## src/hsc_err_regs.svh

```systemverilog
// offsets-free constants for the counter error monitor: codes and timing
`ifndef HSC_ERR_REGS_SVH
`define HSC_ERR_REGS_SVH
`define CODE_NONE        16'h0000
`define CODE_CNT_LOST    16'h1605
`define CODE_SET_LOST    16'h1606
`define CODE_CFG_BAD     16'h1607
`define CODE_OVF_BASE    16'h1800
`define CODE_LIM_BASE    16'h1802
`define CODE_JMP_BASE    16'h1804
`define CODE_COM_BASE    16'h1806
`define CODE_ZRO_BASE    16'h1808
`define BLINK_PERIOD_MS  500
`define CLK_MHZ          250
`define BLINK_HALF_CYC   ((`BLINK_PERIOD_MS * 1000 * `CLK_MHZ) / 2)
`endif

```

## src/hsc_err_pkg.sv

```systemverilog
// types for the counter error monitor
package hsc_err_pkg;
	// per-channel events in one bundle
	typedef struct packed {
		logic ovf;       // overflow or underflow seen
		logic ovf_clr;   // clear, reset, preset, restart or run instruction
		logic lim;       // linear count beyond limit
		logic wrap;      // accumulated count wrapped max to min
		logic rd_vld;    // ssi reading done
		logic rd_jump;   // reading delta beyond limit
		logic com_err;   // ssi frame fault or parity failure
		logic zero_x;    // ssi position crossed zero
	} chan_evt_t;
	// alarm enables per channel
	typedef struct packed {
		logic ovf_alarm_en;
		logic zero_alarm_en;
	} chan_cfg_t;
	typedef enum logic [1:0] {
		LED_OFF   = 2'b00,
		LED_ON    = 2'b01,
		LED_BLINK = 2'b10
	} led_mode_t;
endpackage

```

## src/hsc_error_status_monitor.sv

```systemverilog
// error and warning code monitor for a two-channel high-speed counter
`timescale 1ns/1ns
`include "hsc_err_regs.svh"

module hsc_error_status_monitor #(
	parameter int unsigned BLINK_HALF = `BLINK_HALF_CYC
) (
	// clock, reset, enable
	input  wire logic                     MCLK,
	input  wire logic                     NRST,
	input  wire logic                     CE,
	// major fault sources and the download that clears settings loss
	input  wire logic                     CNT_RETAIN_LOST,
	input  wire logic                     SET_RETAIN_LOST,
	input  wire logic                     CFG_MISMATCH,
	input  wire logic                     CFG_DOWNLOAD,
	// per-channel events and configuration
	input  wire hsc_err_pkg::chan_evt_t   CH1_EVT,
	input  wire hsc_err_pkg::chan_evt_t   CH2_EVT,
	input  wire hsc_err_pkg::chan_cfg_t   CH1_CFG,
	input  wire hsc_err_pkg::chan_cfg_t   CH2_CFG,
	// status out
	output logic [15:0]                   ERR_CODE,
	output logic                          ERR_LED,
	output logic                          MAJOR_STOP,
	output logic                          WARN_ACTIVE
);

	//////////////////////////////////////////////////////////////////////
	// sticky flags except cfg_bad_ff, which follows CFG_MISMATCH: index 0 ch1, 1 ch2
	logic       cnt_lost_ff, nxt_cnt_lost;
	logic       set_lost_ff, nxt_set_lost;
	logic       cfg_bad_ff,  nxt_cfg_bad;
	logic [1:0] ovf_ff, nxt_ovf;
	logic [1:0] lim_ff, nxt_lim;
	logic [1:0] jmp_ff, nxt_jmp;
	logic [1:0] com_ff, nxt_com;
	logic [1:0] zro_ff, nxt_zro;
	hsc_err_pkg::chan_evt_t evt [2];
	hsc_err_pkg::chan_cfg_t cfg [2];

	assign evt[0] = CH1_EVT;
	assign evt[1] = CH2_EVT;
	assign cfg[0] = CH1_CFG;
	assign cfg[1] = CH2_CFG;

	// major flags; lost-count lives only until power cycle, i.e. reset
	always_comb begin
		nxt_cnt_lost = cnt_lost_ff | CNT_RETAIN_LOST;
		// set wins over clear so a loss during download is not dropped
		nxt_set_lost = SET_RETAIN_LOST | (set_lost_ff & ~CFG_DOWNLOAD);
		nxt_cfg_bad  = CFG_MISMATCH;
	end

	// the settings-loss source is expected to reassert after power-up,
	// since this flop cannot itself survive NRST
	always_ff @(posedge MCLK or negedge NRST) begin
		if (!NRST) begin
			cnt_lost_ff <= 1'b0;
			set_lost_ff <= 1'b0;
			cfg_bad_ff  <= 1'b0;
		end else if (CE) begin
			cnt_lost_ff <= nxt_cnt_lost;
			set_lost_ff <= nxt_set_lost;
			cfg_bad_ff  <= nxt_cfg_bad;
		end
	end

	//////////////////////////////////////////////////////////////////////
	// per-channel warning flags
	genvar gi;
	generate
		for (gi = 0; gi < 2; gi++) begin : g_ch
			always_comb begin
				nxt_ovf[gi] = (evt[gi].ovf & cfg[gi].ovf_alarm_en)
				              | (ovf_ff[gi] & ~evt[gi].ovf_clr);
				nxt_lim[gi] = evt[gi].lim | (lim_ff[gi] & ~evt[gi].wrap);
				nxt_jmp[gi] = evt[gi].rd_vld ? evt[gi].rd_jump : jmp_ff[gi];
				nxt_com[gi] = evt[gi].com_err | (com_ff[gi] & ~evt[gi].rd_vld);
				nxt_zro[gi] = (evt[gi].zero_x & cfg[gi].zero_alarm_en)
				              | (zro_ff[gi] & ~evt[gi].ovf_clr);
			end
		end
	endgenerate

	// a good reading also retires a stale communication fault
	always_ff @(posedge MCLK or negedge NRST) begin
		if (!NRST) begin
			ovf_ff <= 2'b00;
			lim_ff <= 2'b00;
			jmp_ff <= 2'b00;
			com_ff <= 2'b00;
			zro_ff <= 2'b00;
		end else if (CE) begin
			ovf_ff <= nxt_ovf;
			lim_ff <= nxt_lim;
			jmp_ff <= nxt_jmp;
			com_ff <= nxt_com;
			zro_ff <= nxt_zro;
		end
	end

	//////////////////////////////////////////////////////////////////////
	// code priority: majors first, then warnings by kind, ch1 before ch2 within each kind
	logic [15:0] nxt_code, code_ff;
	logic        major, warn;

	assign major = cnt_lost_ff | set_lost_ff | cfg_bad_ff;
	assign warn  = |{ovf_ff, lim_ff, jmp_ff, com_ff, zro_ff};

	always_comb begin
		nxt_code = `CODE_NONE;
		if (cnt_lost_ff)      nxt_code = `CODE_CNT_LOST;
		else if (set_lost_ff) nxt_code = `CODE_SET_LOST;
		else if (cfg_bad_ff)  nxt_code = `CODE_CFG_BAD;
		else if (ovf_ff[0])   nxt_code = `CODE_OVF_BASE;
		else if (ovf_ff[1])   nxt_code = `CODE_OVF_BASE + 16'h0001;
		else if (lim_ff[0])   nxt_code = `CODE_LIM_BASE;
		else if (lim_ff[1])   nxt_code = `CODE_LIM_BASE + 16'h0001;
		else if (jmp_ff[0])   nxt_code = `CODE_JMP_BASE;
		else if (jmp_ff[1])   nxt_code = `CODE_JMP_BASE + 16'h0001;
		else if (com_ff[0])   nxt_code = `CODE_COM_BASE;
		else if (com_ff[1])   nxt_code = `CODE_COM_BASE + 16'h0001;
		else if (zro_ff[0])   nxt_code = `CODE_ZRO_BASE;
		else if (zro_ff[1])   nxt_code = `CODE_ZRO_BASE + 16'h0001;
	end

	//////////////////////////////////////////////////////////////////////
	// indicator: steady for majors, 0.5 s blink for warnings
	hsc_err_pkg::led_mode_t mode;
	logic [31:0] blink_cnt_ff, nxt_blink_cnt;
	logic        blink_ff, nxt_blink;
	logic        led_ff, nxt_led;
	logic        stop_ff, nxt_stop;

	always_comb begin
		if (major)     mode = hsc_err_pkg::LED_ON;
		else if (warn) mode = hsc_err_pkg::LED_BLINK;
		else           mode = hsc_err_pkg::LED_OFF;
	end

	always_comb begin
		nxt_blink_cnt = blink_cnt_ff;
		nxt_blink     = blink_ff;
		if (mode != hsc_err_pkg::LED_BLINK) begin
			nxt_blink_cnt = 32'h0000_0000;
			nxt_blink     = 1'b1;
		end else if (blink_cnt_ff >= BLINK_HALF - 1) begin
			nxt_blink_cnt = 32'h0000_0000;
			nxt_blink     = ~blink_ff;
		end else begin
			nxt_blink_cnt = blink_cnt_ff + 32'h0000_0001;
		end
		case (mode)
			hsc_err_pkg::LED_ON:    nxt_led = 1'b1;
			hsc_err_pkg::LED_BLINK: nxt_led = blink_ff;
			default:                nxt_led = 1'b0;
		endcase
		nxt_stop = major;
	end

	// warnings never assert the stop line, so cpu and module keep running
	always_ff @(posedge MCLK or negedge NRST) begin
		if (!NRST) begin
			code_ff      <= 16'h0000;
			blink_cnt_ff <= 32'h0000_0000;
			blink_ff     <= 1'b1;
			led_ff       <= 1'b0;
			stop_ff      <= 1'b0;
		end else if (CE) begin
			code_ff      <= nxt_code;
			blink_cnt_ff <= nxt_blink_cnt;
			blink_ff     <= nxt_blink;
			led_ff       <= nxt_led;
			stop_ff      <= nxt_stop;
		end
	end

	assign ERR_CODE    = code_ff;
	assign ERR_LED     = led_ff;
	assign MAJOR_STOP  = stop_ff;
	assign WARN_ACTIVE = warn & ~major;

	//////////////////////////////////////////////////////////////////////
	// assertion helper: enabled samples for which the indicator has kept its
	// level while only warnings are up; leaving steady mode may add one sample
	logic [31:0] hold_cnt_ff, nxt_hold_cnt;
	logic        led_seen_ff, nxt_led_seen;

	always_comb begin
		nxt_led_seen = ERR_LED;
		if (!warn || major)              nxt_hold_cnt = 32'h0000_0000;
		else if (ERR_LED != led_seen_ff) nxt_hold_cnt = 32'h0000_0001;
		else                             nxt_hold_cnt = hold_cnt_ff + 32'h0000_0001;
	end

	// counts only while enabled, as the indicator itself is frozen otherwise
	always_ff @(posedge MCLK or negedge NRST) begin
		if (!NRST) begin
			hold_cnt_ff <= 32'h0000_0000;
			led_seen_ff <= 1'b0;
		end else if (CE) begin
			hold_cnt_ff <= nxt_hold_cnt;
			led_seen_ff <= nxt_led_seen;
		end
	end

	//////////////////////////////////////////////////////////////////////
	// assertions
	// major errors
	a_major_stops: assert property (@(posedge MCLK) disable iff (!NRST)
		CE && CFG_MISMATCH ##1 CE |=> MAJOR_STOP && ERR_LED)
		else $error("config mismatch did not stop and light led");
	a_lost_code: assert property (@(posedge MCLK) disable iff (!NRST)
		CE && CNT_RETAIN_LOST ##1 CE |=> ERR_CODE == `CODE_CNT_LOST)
		else $error("lost count code not shown");
	a_cfg_follow: assert property (@(posedge MCLK) disable iff (!NRST)
		CE |=> cfg_bad_ff == $past(CFG_MISMATCH))
		else $error("mismatch flag does not follow its input");
	a_cnt_sticky: assert property (@(posedge MCLK) disable iff (!NRST)
		cnt_lost_ff |=> cnt_lost_ff)
		else $error("lost count code cleared without power cycle");
	a_set_hold: assert property (@(posedge MCLK) disable iff (!NRST)
		$fell(set_lost_ff) |-> $past(CFG_DOWNLOAD))
		else $error("settings loss cleared without download");
	a_set_wins: assert property (@(posedge MCLK) disable iff (!NRST)
		CE && SET_RETAIN_LOST |=> set_lost_ff)
		else $error("settings loss dropped by a download");
	// channel warnings
	a_ovf_ch2: assert property (@(posedge MCLK) disable iff (!NRST)
		CE && !major && ovf_ff == 2'b10 |=> ERR_CODE == 16'h1801)
		else $error("ch2 overflow code wrong");
	a_ovf_set: assert property (@(posedge MCLK) disable iff (!NRST)
		CE && CH2_EVT.ovf && CH2_CFG.ovf_alarm_en |=> ovf_ff[1])
		else $error("ch2 overflow warning not raised");
	a_ovf_mask: assert property (@(posedge MCLK) disable iff (!NRST)
		CE && !ovf_ff[0] && !CH1_CFG.ovf_alarm_en |=> !ovf_ff[0])
		else $error("disabled overflow alarm raised");
	a_zero_mask: assert property (@(posedge MCLK) disable iff (!NRST)
		CE && !zro_ff[1] && !CH2_CFG.zero_alarm_en |=> !zro_ff[1])
		else $error("disabled zero-crossing alarm raised");
	a_ovf_clear: assert property (@(posedge MCLK) disable iff (!NRST)
		CE && CH1_EVT.ovf_clr && !CH1_EVT.ovf |=> !ovf_ff[0])
		else $error("overflow warning not cleared");
	a_lim_set: assert property (@(posedge MCLK) disable iff (!NRST)
		CE && CH1_EVT.lim |=> lim_ff[0])
		else $error("limit warning not raised");
	a_lim_wrap: assert property (@(posedge MCLK) disable iff (!NRST)
		CE && CH2_EVT.wrap && !CH2_EVT.lim |=> !lim_ff[1])
		else $error("limit warning survived wrap");
	a_jmp_follow: assert property (@(posedge MCLK) disable iff (!NRST)
		CE && CH1_EVT.rd_vld |=> jmp_ff[0] == $past(CH1_EVT.rd_jump))
		else $error("jump flag does not follow reading");
	a_com_set: assert property (@(posedge MCLK) disable iff (!NRST)
		CE && CH2_EVT.com_err |=> com_ff[1])
		else $error("communication fault not raised");
	a_com_clear: assert property (@(posedge MCLK) disable iff (!NRST)
		CE && CH1_EVT.rd_vld && !CH1_EVT.com_err |=> !com_ff[0])
		else $error("communication fault survived a good reading");
	a_zero_set: assert property (@(posedge MCLK) disable iff (!NRST)
		CE && CH1_EVT.zero_x && CH1_CFG.zero_alarm_en |=> zro_ff[0])
		else $error("zero-crossing warning not raised");
	// indicator and status outputs
	a_blink_half: assert property (@(posedge MCLK) disable iff (!NRST)
		hold_cnt_ff <= BLINK_HALF + 1)
		else $error("warning indicator held its level too long");
	a_major_steady: assert property (@(posedge MCLK) disable iff (!NRST)
		CE && major |=> ERR_LED)
		else $error("major error did not light indicator");
	a_warn_no_stop: assert property (@(posedge MCLK) disable iff (!NRST)
		CE && !major |=> !MAJOR_STOP)
		else $error("warning stopped the cpu");
	a_warn_code: assert property (@(posedge MCLK) disable iff (!NRST)
		CE && !major && warn |=> ERR_CODE[15:8] == 8'h18)
		else $error("warning shown with a non-warning code");
	a_idle_zero: assert property (@(posedge MCLK) disable iff (!NRST)
		CE && !major && !warn |=> ERR_CODE == 16'h0000)
		else $error("code not zero when idle");
	a_frozen: assert property (@(posedge MCLK) disable iff (!NRST)
		!CE |=> $stable(ERR_CODE) && $stable(ERR_LED) && $stable(MAJOR_STOP))
		else $error("outputs moved while clock enable low");
	// main scenarios
	c_major: cover property (@(posedge MCLK) disable iff (!NRST) $rose(MAJOR_STOP));
	c_blink: cover property (@(posedge MCLK) disable iff (!NRST) warn && $fell(ERR_LED));
	c_com: cover property (@(posedge MCLK) disable iff (!NRST) ERR_CODE == 16'h1807);
	c_zero: cover property (@(posedge MCLK) disable iff (!NRST) ERR_CODE == 16'h1808);
	c_lim: cover property (@(posedge MCLK) disable iff (!NRST) ERR_CODE == 16'h1803);

endmodule

```

## config.mk

```make
export PLATFORM = sky130hd
export DESIGN_NAME = hsc_error_status_monitor
export DESIGN_NICKNAME = d
export VERILOG_FILES = /design/src/hsc_err_pkg.sv /design/src/hsc_error_status_monitor.sv
export VERILOG_INCLUDE_DIRS = /design/src
export SDC_FILE = /design/constraint.sdc
export NUM_CORES = 1
export LEC_CHECK = 0
export ABC_CLOCK_PERIOD_IN_PS = 2410
export BUFFER_PORTS_ARGS = -buffer_cell sky130_fd_sc_hd__buf_2
export CORE_MARGIN = 2
export CORE_UTILIZATION = 50
export DETAILED_ROUTE_END_ITERATION = 6
export GPL_TIMING_DRIVEN = 0
export PLACE_DENSITY = 0.72
export SETUP_SLACK_MARGIN = 0.05
export SLEW_MARGIN = 30
export SYNTH_ARGS = -nofsm -noshare
export SYNTH_HDL_FRONTEND = slang
export SYNTH_SLANG_ARGS = --single-unit
```

## constraint.sdc

```tcl
create_clock -name MCLK -period 2.41 [get_ports MCLK]
set_clock_uncertainty 0.1 [all_clocks]
set_input_delay 0.482 -clock MCLK [delete_from_list [all_inputs] [get_ports MCLK]]
set_output_delay 0.482 -clock MCLK [all_outputs]
set_load 0.02 [all_outputs]
```

* Yosys cells after proc, flatten, opt, wreduce, memory -nomap -nowiden *
Cells that the tools add are included.

word-level totals
  output and inout port bits = 19
  bits of input ports = 27
  bits in registers = 64
  logic and storage cells = 79

operators by class
  add/subtract/negate cells = 1
  reductions and logical operators = 5
  equality and inequality tests = 3
  muxes and demuxes = 20
  $lt $le $gt $ge = 1
  bitwise operators = 35

operators with widths
  operator                                               number
  2-to-1 mux 13 bit                                      13
  2-to-1 mux 32 bit                                      2
  adder 32 x 1 -> 32 bit, second input constant          1
  >= comparator 32 x 26 -> 1 bit, second input constant  1
  bitwise AND 1 bit                                      14
  bitwise OR 1 bit                                       12
  OR reduction 10 bit                                    1
  NOT 1 bit                                              9
  AND reduction 2 bit                                    3
  2-to-1 mux 2 bit                                       2
  == test 2 x 1 -> 1 bit, second input constant          1
  == test 2 bit, second input constant                   1
  2-to-1 mux 1 bit                                       2
  != test 2 bit, second input constant                   1
  one-hot mux 1 bit (2 select lines)                     1
  nonzero test 2 bit                                     1

* Longest topological paths before layout *
  depth in word-level cells = 13
  mapped depth = 10
  depth with buffers taken out = 7

* Worst setup path after synthesis *
Ideal clock, no wire load.

  path kind = reg-to-reg
  start = register cfg_bad_ff
  end = register blink_cnt_ff[28]
  period minus slack after synthesis = 2.153 ns
  buffers on the path = 2
  setup time = 0.071 ns
  path slack = 0.257 ns
  data required time = 2.239 ns
  cell stages (with the launch flop) = 8
  data arrival time = 1.982 ns
  path through = dfrtp_1 > nor3_1 > o31a_1 > nor3b_4 > nor2b_2 > buf_4 > buf_6 > nor2_1

between the ends
  word-level cells in the longest chain between the ends = 4

ends and longest elaborated chain
  element                 line                             RTL
  from (decl)             hsc_error_status_monitor.sv:33   logic cfg_bad_ff, nxt_cfg_bad;
  from (signal assigned)  hsc_error_status_monitor.sv:65   cfg_bad_ff <= nxt_cfg_bad;
  bitwise OR 1 bit        hsc_error_status_monitor.sv:108  assign major = cnt_lost_ff | set_lost_ff | cfg_bad_ff;
  2-to-1 mux 2 bit        hsc_error_status_monitor.sv:137  if (major) mode = hsc_err_pkg::LED_ON;
  != test 2 bit           hsc_error_status_monitor.sv:145  if (mode != hsc_err_pkg::LED_BLINK) begin
  2-to-1 mux 32 bit       hsc_error_status_monitor.sv:145
  to (signal assigned)    hsc_error_status_monitor.sv:172  blink_cnt_ff <= nxt_blink_cnt;
  to (decl)               hsc_error_status_monitor.sv:131  logic [31:0] blink_cnt_ff, nxt_blink_cnt;

No other way between the ends.
A chain may end at the register's enable or synchronous reset.

* Worst setup path after layout *
  start = register jmp_ff[1]
  end = output port WARN_ACTIVE

between the ends
  word-level cells in the longest chain between the ends = 2

ends and longest elaborated chain
  element                 line                             RTL
  from (decl)             hsc_error_status_monitor.sv:36   logic [1:0] jmp_ff, nxt_jmp;
  from (signal assigned)  hsc_error_status_monitor.sv:97   jmp_ff <= nxt_jmp;
  OR reduction 10 bit     hsc_error_status_monitor.sv:109  assign warn = |{ovf_ff, lim_ff, jmp_ff, com_ff, zro_ff};
  bitwise AND 1 bit       hsc_error_status_monitor.sv:182  assign WARN_ACTIVE = warn & ~major;
  to (decl)               hsc_error_status_monitor.sv:26   output logic WARN_ACTIVE

No other way between the ends.

==> metrics list <==
- Final period utilization: 0.945
* Post-synthesis sequential area ratio: 0.491
- IO Count: 46
- The share of total power dissipated in combinational logic is 0.089.
* Fraction of power consumed by the clock network: 0.319
* Via count of the first global-routing pass: 2,073
* Placed instance count: 409
- Setup violations remaining at the end of the flow were counted as 0.
- Number of synthesis warnings: 0
- Tightest slew margin relative to the limit: 0.540
* Final Critical Period: 2280 ps
- Counting along the longest clock path gives a buffer depth of 2.
- The critical path in this run is classified as reg -> out.
- Max-slew violations: 0
* Critical path launch point type: flip-flop
- From synthesis to final layout, the design area changed by 18.6%.
* Initial antenna violation count: 0
- Synthesis produced 293 cells.
- Crit-path leading delay family: simple AND/OR/NAND/NOR gates
- In this run the number of H-tree levels came out at 2.
- R2r endpoint: blink_cnt_ff[26]$_DFFE_PN0P_
* Clock insertion delay at the later pin of the skew report: 320 ps
- In the post-synthesis netlist, the biggest area contributors are dfrtp_1, nor2_1, xnor2_1.
- NumNets Final: 380
* Max-cap violations: 0
- Cell at the root of the clock tree: clkbuf_8
* Violation count after the first detailed-routing iteration: 94
- Inserted Clock Buffers: 5
- Total leakage power: 1.48 nW
* Post-synth top flop: dfrtp_1
- The routed layout has 2,229 vias.
- Multi-input gate area: 1340 µm²
- Effective utilization at floorplan: 0.513
* Post-synthesis register bit count: 55
- In this run the vertical extent of the chip is 78.9 µm.
- DP Wirelength: 3890 µm
* Total clock sinks: 55
* Max Fclk: 439 MHz
- Routed wirelength normalized by instance count: 13.7 µm
- Power spent charging and discharging nets: 0.436 mW
* Outcome: completed
- Aggregate global-route resource usage: 0.197
- At the pin with the least slew margin, the transition time is 690 ps.
- The floorplan step defined a die boundary enclosing 6230 µm².
- Counting both buffers and inverters, the worst setup path holds a total of 1.
* Count of final hold-check violations: 0
- For this design the ratio of total power to cell area is 499 nW/µm².
- Width of the chip: 78.9 µm
* Diodes inserted: 0
* DRC errors left: 0
- Averaged over all synthesized cells, the footprint is 9.58 µm².
- Entering global routing, the biggest net connects 56 pins.
- Proportion of layout cells with a drive suffix above 1: 0.255
- Core ar.: 5470 µm²
- The layout has 479 filler cells.
* Area share of the leading cell type in the synthesized netlist: 0.481
- Of the total power, the share spent switching nets is 0.263.
- Post-synth EDFFs: 0
* TritonCTS clock tree: yes
- Excluding fillers, the count of instances in the completed layout stands at 425.
- The first global-routing pass estimated 9540 µm of wire.
* Critical-path maximum fanout: 4
- Setup repair after global routing left no endpoint under its margin.
* Slowest Stage Delay on Critical Path: 430 ps
* Sum of internal, switching and leakage power: 1.66 mW
- Internal power of the cells: 1.22 mW
- Crit end category: output pin
* Worst-path cell chain: nor4_2 -> nand2_2 -> o31a_1 -> buf_2
- The share of total power dissipated in sequential elements is 0.592.
* Depth of the worst register-to-register path: 8
- Area of the mapped netlist: 2810 µm²
- Global routing finished with a remaining overflow of 0.
- Mean number of vias per cell: 5.24
* I/O Buffers: 37
- Remaining antenna violation count: 0
* FF-to-FF setup slack: 140 ps
* Required time at the worst-slack endpoint: 1830 ps
- In the synthesized netlist the async set-or-reset flop fraction comes to 1.00.
* Unique masters post-synth: 44
- The path class of the tightest hold or removal check is in -> async.
- Area taken by flip-flops and latches: 1380 µm²
- The floorplan has 27 rows.
- Data arrival time of the critical path: 1690 ps
- Final weighted congestion in routability-driven placement: 0.806
- The largest individual stage delay along the critical path comes from the cell dfrtp_1.
- Post-synth top area cell: dfrtp_1
- Summed over all layers, the routed wires come to 5830 µm.
- Clock-pin slew was measured on the worst setup and hold paths at 110 ps.
* R2r startpoint: blink_cnt_ff[25]$_DFFE_PN0P_
- Before antenna repair, the detailed router went through 4 iterations.
- Worst voltage drop across the vdd grid: 0.289 mV
layout make-up:
class / instances / share of cell area
Buffer: 17 / 0.0383
Clock buffer: 5 / 0.0207
Clock inverter: 3 / 0.00752
Inverter: 12 / 0.0135
Multi-Input combinational cell: 215 / 0.401
Sequential cell: 55 / 0.415
Tap cell: 72 / 0.0271
Timing Repair Buffer: 46 / 0.0767
worst register-to-register path, stage by stage (launching register included):
cell	delay, ps
dfrtp_1	430
nand2_2	90
or4_4	550
o41ai_4	430
nor3b_4	90
nor2b_2	140
buf_6	160
buf_8	140
nor2_1	50
sequential cells by signal, summed over array words and instances (netlist names), 2 cells and up:
register / count
jmp_ff: 2
ERR_CODE: 7
com_ff: 2
ovf_ff: 2
lim_ff: 2
zro_ff: 2
blink_cnt_ff: 32
repair_timing:
item	CTS	global route
pin swaps	1	6
hold buffers	0	0
hold endpoints to repair	0	0
endpoints found under the setup margin	29	21
resized for setup	2	13
buffers inserted	1	8
cell usage after synthesis, types with 3 or more instances:
cell	count
a32o_1	4
a22o_1	5
nand4_1	5
and4_1	3
and3_1	8
mux2_2	5
nand3_1	16
a21oi_1	6
buf_4	10
nor3_1	13
nor2_1	51
dfrtp_1	54
a31oi_1	5
o21ai_0	7
inv_1	12
xnor2_1	19
nand2_1	24
or4_1	4
nand2b_1	3
xor2_1	7
clkbuf_1	4
layer usage:
layer  vias to the layer above  global-route usage  share of wire
met2                        45               0.320           0.50
li1                       1108                   -              -
met3                         7              0.0420          0.040
met4                         0              0.0672          0.013
met1                      1069               0.264           0.45
met5                         -                   0              0
worst max path at each step:
stage,slack [ps],to,start,depth (start not counted)
after floorplan,260,blink_cnt_ff[28]$_DFFE_PN0P_,cfg_bad_ff$_DFFE_PN0P_,7
after global placement,-40,blink_cnt_ff[31]$_DFFE_PN0P_,cfg_bad_ff$_DFFE_PN0P_,7
after detailed placement,-110,blink_cnt_ff[23]$_DFFE_PN0P_,cfg_bad_ff$_DFFE_PN0P_,7
after CTS,50,WARN_ACTIVE,ovf_ff[1]$_DFFE_PN0P_,4
after global routing,40,blink_cnt_ff[22]$_DFFE_PN0P_,blink_cnt_ff[25]$_DFFE_PN0P_,8
final,130,WARN_ACTIVE,jmp_ff[1]$_DFFE_PN0P_,4
through the flow:
stage	util	cell area [µm²]	worst slack (ps)	hold WS, ps	TNS [ps]
2_1_floorplan	-	2830	257	86.4	0
3_3_place_gp	0.568	3110	-36.6	372	-584
3_5_place_dp	0.568	3110	-113	382	-1810
4_1_cts	0.588	3220	49.1	125	0
5_1_grt	0.608	3330	39.0	150	0
6_report	0.608	3330	133	97.8	0
logic make-up (layout without fill, tap and decap cells):
kind of cell | after synthesis | in the layout | synth area share
AO/OA/AOI/OAI | 37 | 37 | 0.0999
XOR/XNOR | 26 | 26 | 0.0811
adder cells (fa/ha/maj) | 1 | 1 | 0.00446
buffers and inverters | 30 | 83 | 0.0602
flip-flops | 55 | 55 | 0.491
multiplexers | 6 | 6 | 0.0236
other | 1 | 8 | 0.00134
AND/OR/NAND/NOR | 137 | 137 | 0.239
power groups by stage:
stage,sequential [mW],clock (mW),combinational (mW)
2_1_floorplan,0.985,0,0.0866
3_3_place_gp,0.992,0,0.138
3_5_place_dp,0.992,0,0.141
4_1_cts,0.976,0.550,0.142
5_1_grt,0.989,0.584,0.165
6_report,0.984,0.529,0.147
cell usage in the layout, fill, tap and decap left out, types with 3 or more instances in the layout:
| master | count |
|---|---|
| nor3_1 | 12 |
| buf_2 | 36 |
| nand3_1 | 15 |
| nand2b_1 | 3 |
| clkbuf_1 | 3 |
| a21oi_1 | 6 |
| mux2_2 | 5 |
| dfrtp_2 | 3 |
| a31oi_1 | 5 |
| nand4_1 | 5 |
| nand2_1 | 22 |
| dfrtp_1 | 51 |
| o21ai_0 | 7 |
| xor2_1 | 7 |
| and3_1 | 7 |
| or4_1 | 4 |
| xnor2_1 | 19 |
| buf_4 | 19 |
| conb_1 | 8 |
| a22o_1 | 5 |
| inv_1 | 12 |
| a32o_1 | 4 |
| clkbuf_8 | 5 |
| nor2_1 | 51 |
| and4_1 | 3 |
Note: power is estimated with default switching activity, not from simulation.
